<file path="src/pkg/bst_pkg.sv">
// Constants, types and register map for the line coder timing block.
// Contract
// - Squelch asserts when three line edges fall within assert window times four plus one.
// - Receive path stays open for hold window times four plus one cycles.
// - Squelch drop comes from the maximum high and low bit time limits.
// - Every transmitted bit, the last included, lasts bit period count plus one cycles.
// - Line reported active when three transitions arrive within one idle window.
// - Line reported idle when a full idle window passes without three transitions.
// - Idle window lasts exactly idle window register times four system clocks.
// - The four timing fields are 8-bit read/write values resetting to zero.
package bst_pkg;
  localparam int          REG_W         = 8;
  localparam int          NREG          = 4;
  localparam int          TMR_W         = 10;
  localparam int          WIN_SHIFT     = 2;
  localparam int          RI_SQ_ASSERT  = 0;
  localparam int          RI_SQ_HOLD    = 1;
  localparam int          RI_TX_PERIOD  = 2;
  localparam int          RI_IDLE_WIN   = 3;
  localparam logic [15:0] IDX_SQ_ASSERT = 16'h1AA8;
  localparam logic [15:0] IDX_SQ_HOLD   = 16'h1AA9;
  localparam logic [15:0] IDX_TX_PERIOD = 16'h1AB0;
  localparam logic [15:0] IDX_IDLE_WIN  = 16'h1AB1;
  localparam logic [15:0] REG_ADDR [NREG] = '{
    {IDX_SQ_ASSERT[13:0], 2'h0},
    {IDX_SQ_HOLD[13:0], 2'h0},
    {IDX_TX_PERIOD[13:0], 2'h0},
    {IDX_IDLE_WIN[13:0], 2'h0}
  };
  localparam logic [7:0]  REG_RST       = 8'h00;
  localparam logic [9:0]  WIN_EXTRA     = 10'h001;
  localparam logic [1:0]  EDGES_NEEDED  = 2'h3;
  localparam logic [31:0] RDATA_ZERO    = 32'h0000_0000;
  typedef enum logic [1:0] {SQ_IDLE, SQ_ARM, SQ_ACTIVE, SQ_HOLD} bst_sq_t;
  typedef enum logic {TX_IDLE, TX_BIT} bst_tx_t;
endpackage

</file>
<file path="src/pkg/bst_buf_if.sv">
// Valid/ready stream carrying transmit bits into and out of the buffer.
`timescale 1ns/1ns
interface bst_buf_if #(parameter int W = 1);
  logic         in_valid;
  logic         in_ready;
  logic [W-1:0] in_data;
  logic         out_valid;
  logic         out_ready;
  logic [W-1:0] out_data;
  modport buf_mp (input in_valid, input in_data, input out_ready,
                  output in_ready, output out_valid, output out_data);
  modport user_mp (output in_valid, output in_data, output out_ready,
                   input in_ready, input out_valid, input out_data);
endinterface

</file>
<file path="src/bst_skid_buf.sv">
// Two-entry buffer with registered ready and valid flags.
`timescale 1ns/1ns
module bst_skid_buf #(
  parameter int W     = 1,
  parameter int DEPTH = 2
) (
  input  wire logic sys_clk,
  input  wire logic nrst,
  bst_buf_if.buf_mp bf
);
  localparam int AW = $clog2(DEPTH);
  logic [W-1:0]  mem_q [DEPTH];
  logic [W-1:0]  mem_d [DEPTH];
  logic [AW-1:0] wp_q, wp_d, rp_q, rp_d;
  logic [AW:0]   cnt_q, cnt_d;
  logic          rdy_q, rdy_d, vld_q, vld_d;
  logic          push, pop;

  assign bf.in_ready  = rdy_q;
  assign bf.out_valid = vld_q;
  assign bf.out_data  = mem_q[rp_q];

  always_comb begin
    push  = bf.in_valid && rdy_q;
    pop   = bf.out_ready && vld_q;
    mem_d = mem_q;
    wp_d  = wp_q;
    rp_d  = rp_q;
    if (push) begin
      mem_d[wp_q] = bf.in_data;
      wp_d        = (wp_q == AW'(DEPTH - 1)) ? '0 : wp_q + 1'b1;
    end
    if (pop) begin
      rp_d = (rp_q == AW'(DEPTH - 1)) ? '0 : rp_q + 1'b1;
    end
    cnt_d = cnt_q + (AW+1)'(push) - (AW+1)'(pop);
    rdy_d = cnt_d < (AW+1)'(DEPTH);
    vld_d = cnt_d != '0;
  end

  always_ff @(posedge sys_clk or negedge nrst) begin
    if (!nrst) begin
      mem_q <= '{default: '0};
      wp_q  <= '0;
      rp_q  <= '0;
      cnt_q <= '0;
      rdy_q <= 1'b0;
      vld_q <= 1'b0;
    end else begin
      mem_q <= mem_d;
      wp_q  <= wp_d;
      rp_q  <= rp_d;
      cnt_q <= cnt_d;
      rdy_q <= rdy_d;
      vld_q <= vld_d;
    end
  end
endmodule

</file>
<file path="src/bst_top.sv">
// Squelch, idle detection and transmit bit timing with APB registers.
//
// Register access over APB is this design's own decision.
`timescale 1ns/1ns
module bst_top (
  input  wire logic        sys_clk,
  input  wire logic        nrst,
  input  wire logic        psel,
  input  wire logic        penable,
  input  wire logic        pwrite,
  input  wire logic [15:0] paddr,
  input  wire logic [31:0] pwdata,
  output logic      [31:0] prdata,
  output logic             pready,
  output logic             pslverr,
  input  wire logic        rx_line,
  input  wire logic [7:0]  rx_hi_max_time,
  input  wire logic [7:0]  rx_lo_max_time,
  output logic             squelch_active,
  output logic             rx_path_open,
  output logic             line_active,
  input  wire logic        tx_bit_valid,
  input  wire logic        tx_bit,
  output logic             tx_bit_ready,
  output logic             tx_line,
  output logic             tx_line_oe_n,
  output logic             tx_busy
);
  localparam int RW = bst_pkg::REG_W;
  localparam int TW = bst_pkg::TMR_W;

  ////////////////////////////////////////////////////////////////////////////////
  // Register file behind the APB slave.
  logic [RW-1:0] regs_q [bst_pkg::NREG];
  logic [RW-1:0] regs_d [bst_pkg::NREG];
  logic [31:0]   prdata_q, prdata_d;
  logic          pready_q, pready_d, pslverr_q, pslverr_d;
  logic          hit;
  logic [RW-1:0] rsel;

  assign prdata  = prdata_q;
  assign pready  = pready_q;
  assign pslverr = pslverr_q;

  always_comb begin
    regs_d    = regs_q;
    prdata_d  = prdata_q;
    pready_d  = 1'b0;
    pslverr_d = 1'b0;
    hit       = 1'b0;
    rsel      = bst_pkg::REG_RST;
    for (int i = 0; i < bst_pkg::NREG; i++) begin
      if (paddr == bst_pkg::REG_ADDR[i]) begin
        hit  = 1'b1;
        rsel = regs_q[i];
      end
    end
    if (psel && !penable) begin
      pready_d  = 1'b1;
      pslverr_d = !hit;
      prdata_d  = hit ? {{(32-RW){1'b0}}, rsel} : bst_pkg::RDATA_ZERO;
    end
    if (psel && penable && pready_q && pwrite) begin
      for (int i = 0; i < bst_pkg::NREG; i++) begin
        if (paddr == bst_pkg::REG_ADDR[i]) begin
          regs_d[i] = pwdata[RW-1:0];
        end
      end
    end
  end

  always_ff @(posedge sys_clk or negedge nrst) begin
    if (!nrst) begin
      regs_q    <= '{default: bst_pkg::REG_RST};
      prdata_q  <= bst_pkg::RDATA_ZERO;
      pready_q  <= 1'b0;
      pslverr_q <= 1'b0;
    end else begin
      regs_q    <= regs_d;
      prdata_q  <= prdata_d;
      pready_q  <= pready_d;
      pslverr_q <= pslverr_d;
    end
  end

  ////////////////////////////////////////////////////////////////////////////////
  // Window lengths in system clock cycles.
  logic [TW-1:0] alim, hlim, ilim;
  assign alim = (TW'(regs_q[bst_pkg::RI_SQ_ASSERT]) << bst_pkg::WIN_SHIFT)
                + bst_pkg::WIN_EXTRA;
  assign hlim = (TW'(regs_q[bst_pkg::RI_SQ_HOLD]) << bst_pkg::WIN_SHIFT)
                + bst_pkg::WIN_EXTRA;
  assign ilim = TW'(regs_q[bst_pkg::RI_IDLE_WIN]) << bst_pkg::WIN_SHIFT;

  ////////////////////////////////////////////////////////////////////////////////
  // Receive line synchroniser and edge detection.
  logic [2:0] sync_q, sync_d;
  logic       lvl_q, lvl_d;
  logic       edge_seen;

  always_comb begin
    sync_d    = {sync_q[1:0], rx_line};
    edge_seen = (sync_q[1] == sync_q[2]) && (sync_q[2] != lvl_q);
    lvl_d     = edge_seen ? sync_q[2] : lvl_q;
  end

  always_ff @(posedge sys_clk or negedge nrst) begin
    if (!nrst) begin
      sync_q <= 3'h0;
      lvl_q  <= 1'b0;
    end else begin
      sync_q <= sync_d;
      lvl_q  <= lvl_d;
    end
  end

  ////////////////////////////////////////////////////////////////////////////////
  // Squelch assert, drop and hold.
  bst_pkg::bst_sq_t sq_q, sq_d;
  logic [TW-1:0]    tmr_q, tmr_d;
  logic [1:0]       ecnt_q, ecnt_d;
  logic [RW:0]      gap_q, gap_d;
  logic             sqa_q, sqa_d, open_q, open_d;
  logic [RW:0]      gap_lim;

  assign squelch_active = sqa_q;
  assign rx_path_open   = open_q;

  always_comb begin
    sq_d    = sq_q;
    tmr_d   = tmr_q + 1'b1;
    ecnt_d  = ecnt_q;
    gap_d   = (gap_q == '1) ? gap_q : gap_q + 1'b1;
    gap_lim = {1'b0, lvl_q ? rx_hi_max_time : rx_lo_max_time};
    case (sq_q)
      bst_pkg::SQ_IDLE: begin
        tmr_d  = '0;
        ecnt_d = 2'h0;
        if (edge_seen) begin
          sq_d   = bst_pkg::SQ_ARM;
          ecnt_d = 2'h1;
        end
      end
      bst_pkg::SQ_ARM: begin
        if (edge_seen && ecnt_q + 2'h1 == bst_pkg::EDGES_NEEDED && tmr_q < alim) begin
          sq_d  = bst_pkg::SQ_ACTIVE;
          gap_d = '0;
        end else if (tmr_q + 1'b1 >= alim) begin
          sq_d  = bst_pkg::SQ_IDLE;
        end else if (edge_seen) begin
          ecnt_d = ecnt_q + 2'h1;
        end
      end
      bst_pkg::SQ_ACTIVE: begin
        tmr_d = '0;
        if (edge_seen) begin
          gap_d = '0;
        end else if (gap_q > gap_lim) begin
          sq_d = bst_pkg::SQ_HOLD;
        end
      end
      bst_pkg::SQ_HOLD: begin
        if (edge_seen) begin
          sq_d  = bst_pkg::SQ_ACTIVE;
          gap_d = '0;
        end else if (tmr_q + 1'b1 >= hlim) begin
          sq_d = bst_pkg::SQ_IDLE;
        end
      end
      default: sq_d = bst_pkg::SQ_IDLE;
    endcase
    sqa_d  = (sq_d == bst_pkg::SQ_ACTIVE);
    open_d = (sq_d == bst_pkg::SQ_ACTIVE) || (sq_d == bst_pkg::SQ_HOLD);
  end

  always_ff @(posedge sys_clk or negedge nrst) begin
    if (!nrst) begin
      sq_q   <= bst_pkg::SQ_IDLE;
      tmr_q  <= '0;
      ecnt_q <= 2'h0;
      gap_q  <= '0;
      sqa_q  <= 1'b0;
      open_q <= 1'b0;
    end else begin
      sq_q   <= sq_d;
      tmr_q  <= tmr_d;
      ecnt_q <= ecnt_d;
      gap_q  <= gap_d;
      sqa_q  <= sqa_d;
      open_q <= open_d;
    end
  end

  ////////////////////////////////////////////////////////////////////////////////
  // Line activity detector.
  logic [TW-1:0] win_q, win_d;
  logic [1:0]    icnt_q, icnt_d;
  logic          act_q, act_d, win_end, third;

  assign line_active = act_q;

  always_comb begin
    act_d   = act_q;
    win_d   = win_q + 1'b1;
    icnt_d  = icnt_q + {1'b0, edge_seen};
    third   = edge_seen && (icnt_q + 2'h1 == bst_pkg::EDGES_NEEDED);
    win_end = (win_q + 1'b1 >= ilim);
    if (third) begin
      act_d  = 1'b1;
      win_d  = '0;
      icnt_d = 2'h0;
    end else if (win_end) begin
      act_d  = 1'b0;
      win_d  = '0;
      icnt_d = {1'b0, edge_seen};
    end
  end

  always_ff @(posedge sys_clk or negedge nrst) begin
    if (!nrst) begin
      win_q  <= '0;
      icnt_q <= 2'h0;
      act_q  <= 1'b0;
    end else begin
      win_q  <= win_d;
      icnt_q <= icnt_d;
      act_q  <= act_d;
    end
  end

  ////////////////////////////////////////////////////////////////////////////////
  // Transmit bit buffer and biphase-mark bit timer.
  bst_buf_if #(.W(1)) bq ();
  bst_pkg::bst_tx_t tx_q, tx_d;
  logic [RW-1:0]    tcnt_q, tcnt_d;
  logic             bit_q, bit_d, line_q, line_d, oe_n_q, oe_n_d, busy_q, busy_d;
  logic             take;
  logic [RW-1:0]    period, half;

  bst_skid_buf #(.W(1), .DEPTH(2)) u_buf (
    .sys_clk (sys_clk),
    .nrst    (nrst),
    .bf      (bq.buf_mp)
  );

  assign bq.in_valid   = tx_bit_valid;
  assign bq.in_data    = tx_bit;
  assign bq.out_ready  = take;
  assign tx_bit_ready  = bq.in_ready;
  assign tx_line       = line_q;
  assign tx_line_oe_n  = oe_n_q;
  assign tx_busy       = busy_q;

  always_comb begin
    period = regs_q[bst_pkg::RI_TX_PERIOD];
    half   = period >> 1;
    tx_d   = tx_q;
    tcnt_d = tcnt_q + 1'b1;
    bit_d  = bit_q;
    line_d = line_q;
    oe_n_d = oe_n_q;
    take   = 1'b0;
    case (tx_q)
      bst_pkg::TX_IDLE: begin
        tcnt_d = '0;
        if (bq.out_valid) begin
          take   = 1'b1;
          bit_d  = bq.out_data[0];
          line_d = !line_q;
          oe_n_d = 1'b0;
          tx_d   = bst_pkg::TX_BIT;
        end
      end
      bst_pkg::TX_BIT: begin
        if (tcnt_q == period) begin
          tcnt_d = '0;
          if (bq.out_valid) begin
            take   = 1'b1;
            bit_d  = bq.out_data[0];
            line_d = !line_q;
          end else begin
            tx_d   = bst_pkg::TX_IDLE;
            line_d = 1'b0;
            oe_n_d = 1'b1;
          end
        end else if (bit_q && tcnt_q == half) begin
          line_d = !line_q;
        end
      end
      default: tx_d = bst_pkg::TX_IDLE;
    endcase
    busy_d = (tx_d == bst_pkg::TX_BIT);
  end

  always_ff @(posedge sys_clk or negedge nrst) begin
    if (!nrst) begin
      tx_q   <= bst_pkg::TX_IDLE;
      tcnt_q <= '0;
      bit_q  <= 1'b0;
      line_q <= 1'b0;
      oe_n_q <= 1'b1;
      busy_q <= 1'b0;
    end else begin
      tx_q   <= tx_d;
      tcnt_q <= tcnt_d;
      bit_q  <= bit_d;
      line_q <= line_d;
      oe_n_q <= oe_n_d;
      busy_q <= busy_d;
    end
  end
endmodule

</file>
<file path="config.mk">
export PLATFORM = sky130hd
export DESIGN_NAME = bst_top
export DESIGN_NICKNAME = d
export VERILOG_FILES = /design/src/pkg/bst_pkg.sv /design/src/pkg/bst_buf_if.sv /design/src/bst_skid_buf.sv /design/src/bst_top.sv
export SDC_FILE = /design/constraint.sdc
export NUM_CORES = 1
export LEC_CHECK = 0
export ABC_AREA = 1
export BUFFER_PORTS_ARGS = -buffer_cell sky130_fd_sc_hd__buf_2
export CORE_ASPECT_RATIO = 1.1
export CORE_MARGIN = 5
export CORE_UTILIZATION = 57
export DETAILED_ROUTE_END_ITERATION = 10
export MAX_ROUTING_LAYER = met4
export PLACE_DENSITY = 0.81
export SETUP_SLACK_MARGIN = 0.1
export SYNTH_ARGS = -nofsm -noshare
export SYNTH_HDL_FRONTEND = slang
export SYNTH_SLANG_ARGS = --single-unit
</file>
<file path="constraint.sdc">
create_clock -name sys_clk -period 2.9 [get_ports sys_clk]
set_clock_uncertainty 0.05 [all_clocks]
set_input_delay 0.145 -clock sys_clk [delete_from_list [all_inputs] [get_ports sys_clk]]
set_output_delay 0.145 -clock sys_clk [all_outputs]
set_load 0.005 [all_outputs]
</file>
======== After elaboration in Yosys (flattened, before gate mapping) ========
Cells that the tools add are included.
word-level totals
  register bits ........................... 128
  input bits .............................. 72
  output and inout port bits .............. 41
  logic and storage cells ................. 170
operators by class
  add/subtract/negate cells ............... 13
  magnitude comparators ................... 9
  equality and inequality tests ........... 23
  muxes and demuxes ....................... 63
  bitwise operators ....................... 3
  reduce and logical (&&, ||, !) cells .... 29
operator list
  cell                     count
  $eq A16 B15 Y1 const B   4
  $mux W8                  7
  $add A10 B1 Y10 const B  4
  $ge A10 B10 Y1           3
  $mux W10                 3
  $mux W1                  27
  $mux W9                  3
  $mux W2                  12
  $pmux W9 S2              1
  $pmux W8 S2              1
  $eq A2 B2 Y1 const B     6
  $logic_and A1 B1 Y1      12
  $lt A10 B10 Y1           1
  $pmux W1 S2              5
  $reduce_and A2 Y1        5
  $add A9 B1 Y9 const B    1
  $eq A9 B9 Y1 const B     1
  $gt A9 B8 Y1             1
  $add A8 B1 Y8 const B    1
  $eq A8 B7 Y1             1
  $eq A8 B8 Y1             1
  $ne A2 B2 Y1 const B     4
  $pmux W2 S4              1
  $reduce_bool A2 Y1       3
  23 further kinds         32

======== Longest topological paths before layout ========
  word-level depth ........................ 8
  mapped depth ............................ 19
  gate-level depth less buffers ........... 19

======== By module ========
From an unflattened synthesis, not the netlist that was laid out.
second synthesis, totals
  cells, all modules ...................... 830
  area, all modules ....................... 6673.9 um2
modules (own cells, without submodules)
  module        times used  cells an instance  area each (um2)  sequential area each (um2)
  bst_top       1           785                6291.0           2378.5
  bst_skid_buf  1           45                 382.9            200.2

======== Worst setup path before layout ========
OpenSTA, ideal clock, no wires.
  kind .................................... register to register
  start point ............................. register tmr_q[0]
  end point ............................... register ecnt_q[0]
  setup time .............................. 0.116 ns
  arrival ................................. 2.332 ns
  data required time ...................... 2.734 ns
  path slack .............................. 0.401 ns
  cell stages (with the launch flop) ...... 18
  path buffers ............................ 0
  clock period less this slack ............ 2.499 ns
  path through ............................ dfrtp_1 > ha_1 > nand2_1 > inv_1 > nand2_1 > nor3_1 > nand2_1 > xor2_1 > inv_1 > ha_1 > nand2_1 > inv_1 > a21oi_1 > nand4_1 > a21oi_1 > nand2_1 > nand2_1 > nand2_1
on the way
  cells in the longest elaborated chain, start to end .. 4
  elaborated cells between the ends (all ways) .. 7
  those cells by class .................... add/sub: 1; order compare: 2; eq/ne: 2; reduce/logical: 2
RTL lines
  item                                                          RTL line                        RTL
  start: declaration                                            bst_top.sv:120                  logic [TW-1:0] tmr_q, tmr_d;
  start signal: assignment                                      bst_top.sv:186                  tmr_q <= tmr_d;
  $add A10 B1 Y10 / $lt A10 B10 Y1 (equally long branches)      bst_top.sv:148, bst_top.sv:145
  $ge A10 B10 Y1 / $logic_and A1 B1 Y1 (equally long branches)  bst_top.sv:148, bst_top.sv:145
  $ne A2 B2 Y1 (no source line)                                 -
  $reduce_and A4 Y1 (no source line) (*)                        -
  end signal: assignment                                        bst_top.sv:187                  ecnt_q <= ecnt_d;
  end: declaration                                              bst_top.sv:121                  logic [1:0] ecnt_q, ecnt_d;
Every way passes the cells marked *; elsewhere a longest branch is shown, timed or not.
A chain may end at the register's enable or synchronous reset.

======== Worst setup path after layout ========
  start point ............................. register tmr_q[1]
  end point ............................... register ecnt_q[1]
The elaborated chain is that of the path after synthesis.

==> results_dict.tcl <==
set metrics [dict create \
    outcome "finished clean" \
    grt_pass1_vias 4923 \
    synth_top_area_share_pct 38.9 \
    tritoncts "yes" \
    grt_max_degree 82 \
    cp_cell_sequence "ha_4 -> nand2_1 -> inv_2 -> nand2_4 -> nor3_4 -> nand2_1 -> xor2_1 -> inv_1 -> ha_4 -> nand2_2 -> inv_1 -> a21oi_2 -> nand4_1 -> a21oi_2 -> nand2_1 -> nand2_1 -> nand2_1" \
    synth_edf_count 0 \
    slowest_stage "dfrtp_1" \
    p_int_mw 2.69 \
    synth_top_cell_by_area "dfrtp_1" \
    synthCells 822 \
    insertion_delay_ns 0.36 \
    ir_drop_uv 307 \
    dominantRegCellSynth "dfrtp_1" \
    grt-ovfl-total 0 \
    cts_sinks 104 \
    path_buf_inv 3 \
    ys_seq_area_share_pct 39.2 \
    switching_share_pct 30.0 \
    grt_usage_pct 20.3 \
    fmax_mhz 373 \
    rows 41 \
    critical_path.startpoint_type "flop" \
    drtAntennaViolNets 0 \
    grt_pass1_wl_um 22200 \
    seqPwrFrac_pct 46.1 \
    totalNegativeSetupSlack_ns 0 \
    drv_slew 0 \
    max_stage_delay_ns 0.44 \
    post-route-min-period_ns 2.68 \
    wl_per_cell_um 12.7 \
    place_congestion 0.890 \
    crit_arrival_ns 2.88 \
    fillers 934 \
    end_kind "flop" \
    synth-seq-cells 104 \
    diodes 0 \
    synth_cell_types 44 \
    firstDrtPassIters 5 \
    numPortBuffers 64 \
    power_frac_comb_pct 21.8 \
    drcViolationCount 0 \
    async_flop_share_pct 100 \
    die_w_um 113 \
    synth_warnings 0 \
    initial_core_util_pct 58.0 \
    ctsRootBufferMaster "clkbuf_16" \
    dp_slack_ns 0.117 \
    p_clk_share_pct 32.1 \
    final_core_util_pct 65.7 \
    ioPinCount 113 \
    htree_levels 3 \
    cts_buffers 9 \
    power_density_mw_per_mm2 511 \
    rsz0062_at_grt "yes" \
    fin_crit_sh_pct 92.4 \
    worstPathRequired_ns 3.10 \
    synth_common_cells "nand2_1 (196), inv_1 (122), dfrtp_1 (103), nor2_1 (84), ha_1 (52)" \
    p_switching_mw 1.15 \
    cap_violations 0 \
    setup_ws_ns 0.221 \
    core_area_mm2 0.0114 \
    via_per_inst 5.04 \
    leakagePower_nw 3.98 \
    drt-total-wl_um 13500 \
    place_hpwl_um 10000 \
    synth.most_common_cell "nand2_1" \
    hold_viol 0 \
    clkTransAtPathRegs_ns 0.07 \
    die_height_um 123 \
    power.total_mw 3.84 \
    antenna_found_initial 0 \
    drive_above_1_share_pct 18.9 \
    relSlewSlack_pct 32.2 \
    finalSetupViolCount 0 \
    die-area_mm2 0.0139 \
    path_class "reg -> reg" \
    vias 5336 \
    fin_hold_ws_ns 0.00720 \
    netlist_top_cells_area "dfrtp_1 (39%), nand2_1 (11%), ha_1 (9.8%), inv_1 (6.9%), nor2_1 (4.8%)" \
    hold_path_class "in -> reg" \
    syn-mean-instance-area_um2 8.07 \
    tightest_slew_ns 1.02 \
    crit_path_max_fanout 3 \
    clk_path_buf_depth 2 \
    cpMostUsedCell "nand2_1" \
    drtIter0Drc 244 \
    synth_area_mm2 0.00663 \
    fin_nets 1027 \
    syn_to_final_growth_pct 13.3 \
    critPathTopFamily "simple AND/OR/NAND/NOR gates" \
]
cells in the final DEF (no fill, tap or decap), types with 4 or more instances in the layout:
cell       instances
nor3_4             4
nand2_4            5
nor3_1             9
clkbuf_16          9
inv_2              6
nor2_8             4
nand3_2            7
xor2_1            15
o21ai_0           32
a21oi_1           10
ha_1              49
nand3_1           28
conb_1            24
mux2i_1            9
inv_1            120
nand4_1           15
o21ai_2           22
nand3b_1           7
nand2_2            9
xnor2_1            6
nand2_1          194
buf_2             63
buf_4             13
dfrtp_1          102
nor2_2             8
nor2_1            81
o21ai_1           12
layer usage:
layer / track usage [%] / routed length, µm
met1: 26.2 / 5870
met2: 32.3 / 6520
met3: 3.57 / 799
met4: 7.66 / 272
met5: - / 0
power groups by stage:
| stage | sequential [mW] | clock [mW] | combinational [mW] |
|---|---|---|---|
| 2_1_floorplan | 1.76 | 0 | 0.639 |
| 3_5_place_dp | 1.79 | 0 | 0.835 |
| 5_1_grt | 1.79 | 1.31 | 0.987 |
| 4_1_cts | 1.77 | 1.25 | 0.845 |
| 6_report | 1.77 | 1.23 | 0.837 |
| 3_3_place_gp | 1.79 | 0 | 0.806 |
sequential cells by signal, indices dropped and copies added (netlist names), 2 cells and up:
register	flops
period	8
sync_q	3
tmr_q	10
u_buf.mem_q	2
win_q	10
regs_q	16
ilim	8
u_buf.cnt_q	2
sq_q	2
gap_q	9
prdata	8
ecnt_q	2
icnt_q	2
tcnt_q	8
final timing paths:
kind	start	cells after the start	slack, ns	endpoint
max	tmr_q[1]$_DFF_PN0_	17	0.22	ecnt_q[1]$_DFFE_PN0P_
min	tx_bit	3	0.007	u_buf.mem_q[1]$_DFFE_PN0P_
max reg2reg	tmr_q[1]$_DFF_PN0_	17	0.22	ecnt_q[1]$_DFFE_PN0P_
min reg2reg	sync_q[0]$_DFF_PN0_	0	0.31	sync_q[1]$_DFF_PN0_
max in group asynchronous	nrst	3	1.57	rx_path_open$_DFF_PN0_
min in group asynchronous	nrst	2	0.45	u_buf.bf.in_ready$_DFF_PN0_
area by class of cell:
| cell class | instances | area [µm²] | share of cell area, % |
|---|---|---|---|
| inverters | 128 | 483 | 6.42 |
| multi-input cells | 581 | 3500 | 46.5 |
| repair buffers | 79 | 443 | 5.89 |
| flip-flops and latches | 104 | 2610 | 34.6 |
| clock inverters | 4 | 55.1 | 0.732 |
| well taps | 150 | 188 | 2.50 |
| clock buffers | 12 | 246 | 3.28 |
cell families (layout without fill, tap and decap cells):
kind of cell	count (synthesis)	after routing	synth area share [%]
AO/OA/AOI/OAI	89	89	8.47
XOR/XNOR	23	23	3.04
multiplexers	9	9	1.36
buffers and inverters	160	223	11.0
flip-flops	104	104	39.2
adder cells (fa/ha/maj)	52	52	9.81
AND/OR/NAND/NOR	384	384	27.0
other	1	24	0.0565
stage by stage:
stage               instance area [µm²]  std cells
floorplan                          6720        845
global placement                   7020       1032
detailed placement                 7020       1032
CTS                                7360       1051
global route                       7520       1058
finish                             7520       1058
worst register-to-register path, cell delays in order (launching register included):
cell	delay, ns
dfrtp_1	0.44
ha_4	0.17
nand2_1	0.06
inv_2	0.09
nand2_4	0.07
nor3_4	0.20
nand2_1	0.08
xor2_1	0.18
inv_1	0.11
ha_4	0.23
nand2_2	0.08
inv_1	0.07
a21oi_2	0.13
nand4_1	0.17
a21oi_2	0.23
nand2_1	0.09
nand2_1	0.07
nand2_1	0.04
what timing repair did:
action,CTS,global route
pin swaps,0,11
buffers inserted,0,7
hold buffers,3,0
resized for setup,1,23
endpoints found under the hold margin,80,0
endpoints found under the setup margin,1,19
No activity file was read; power rests on OpenSTA's default activity.
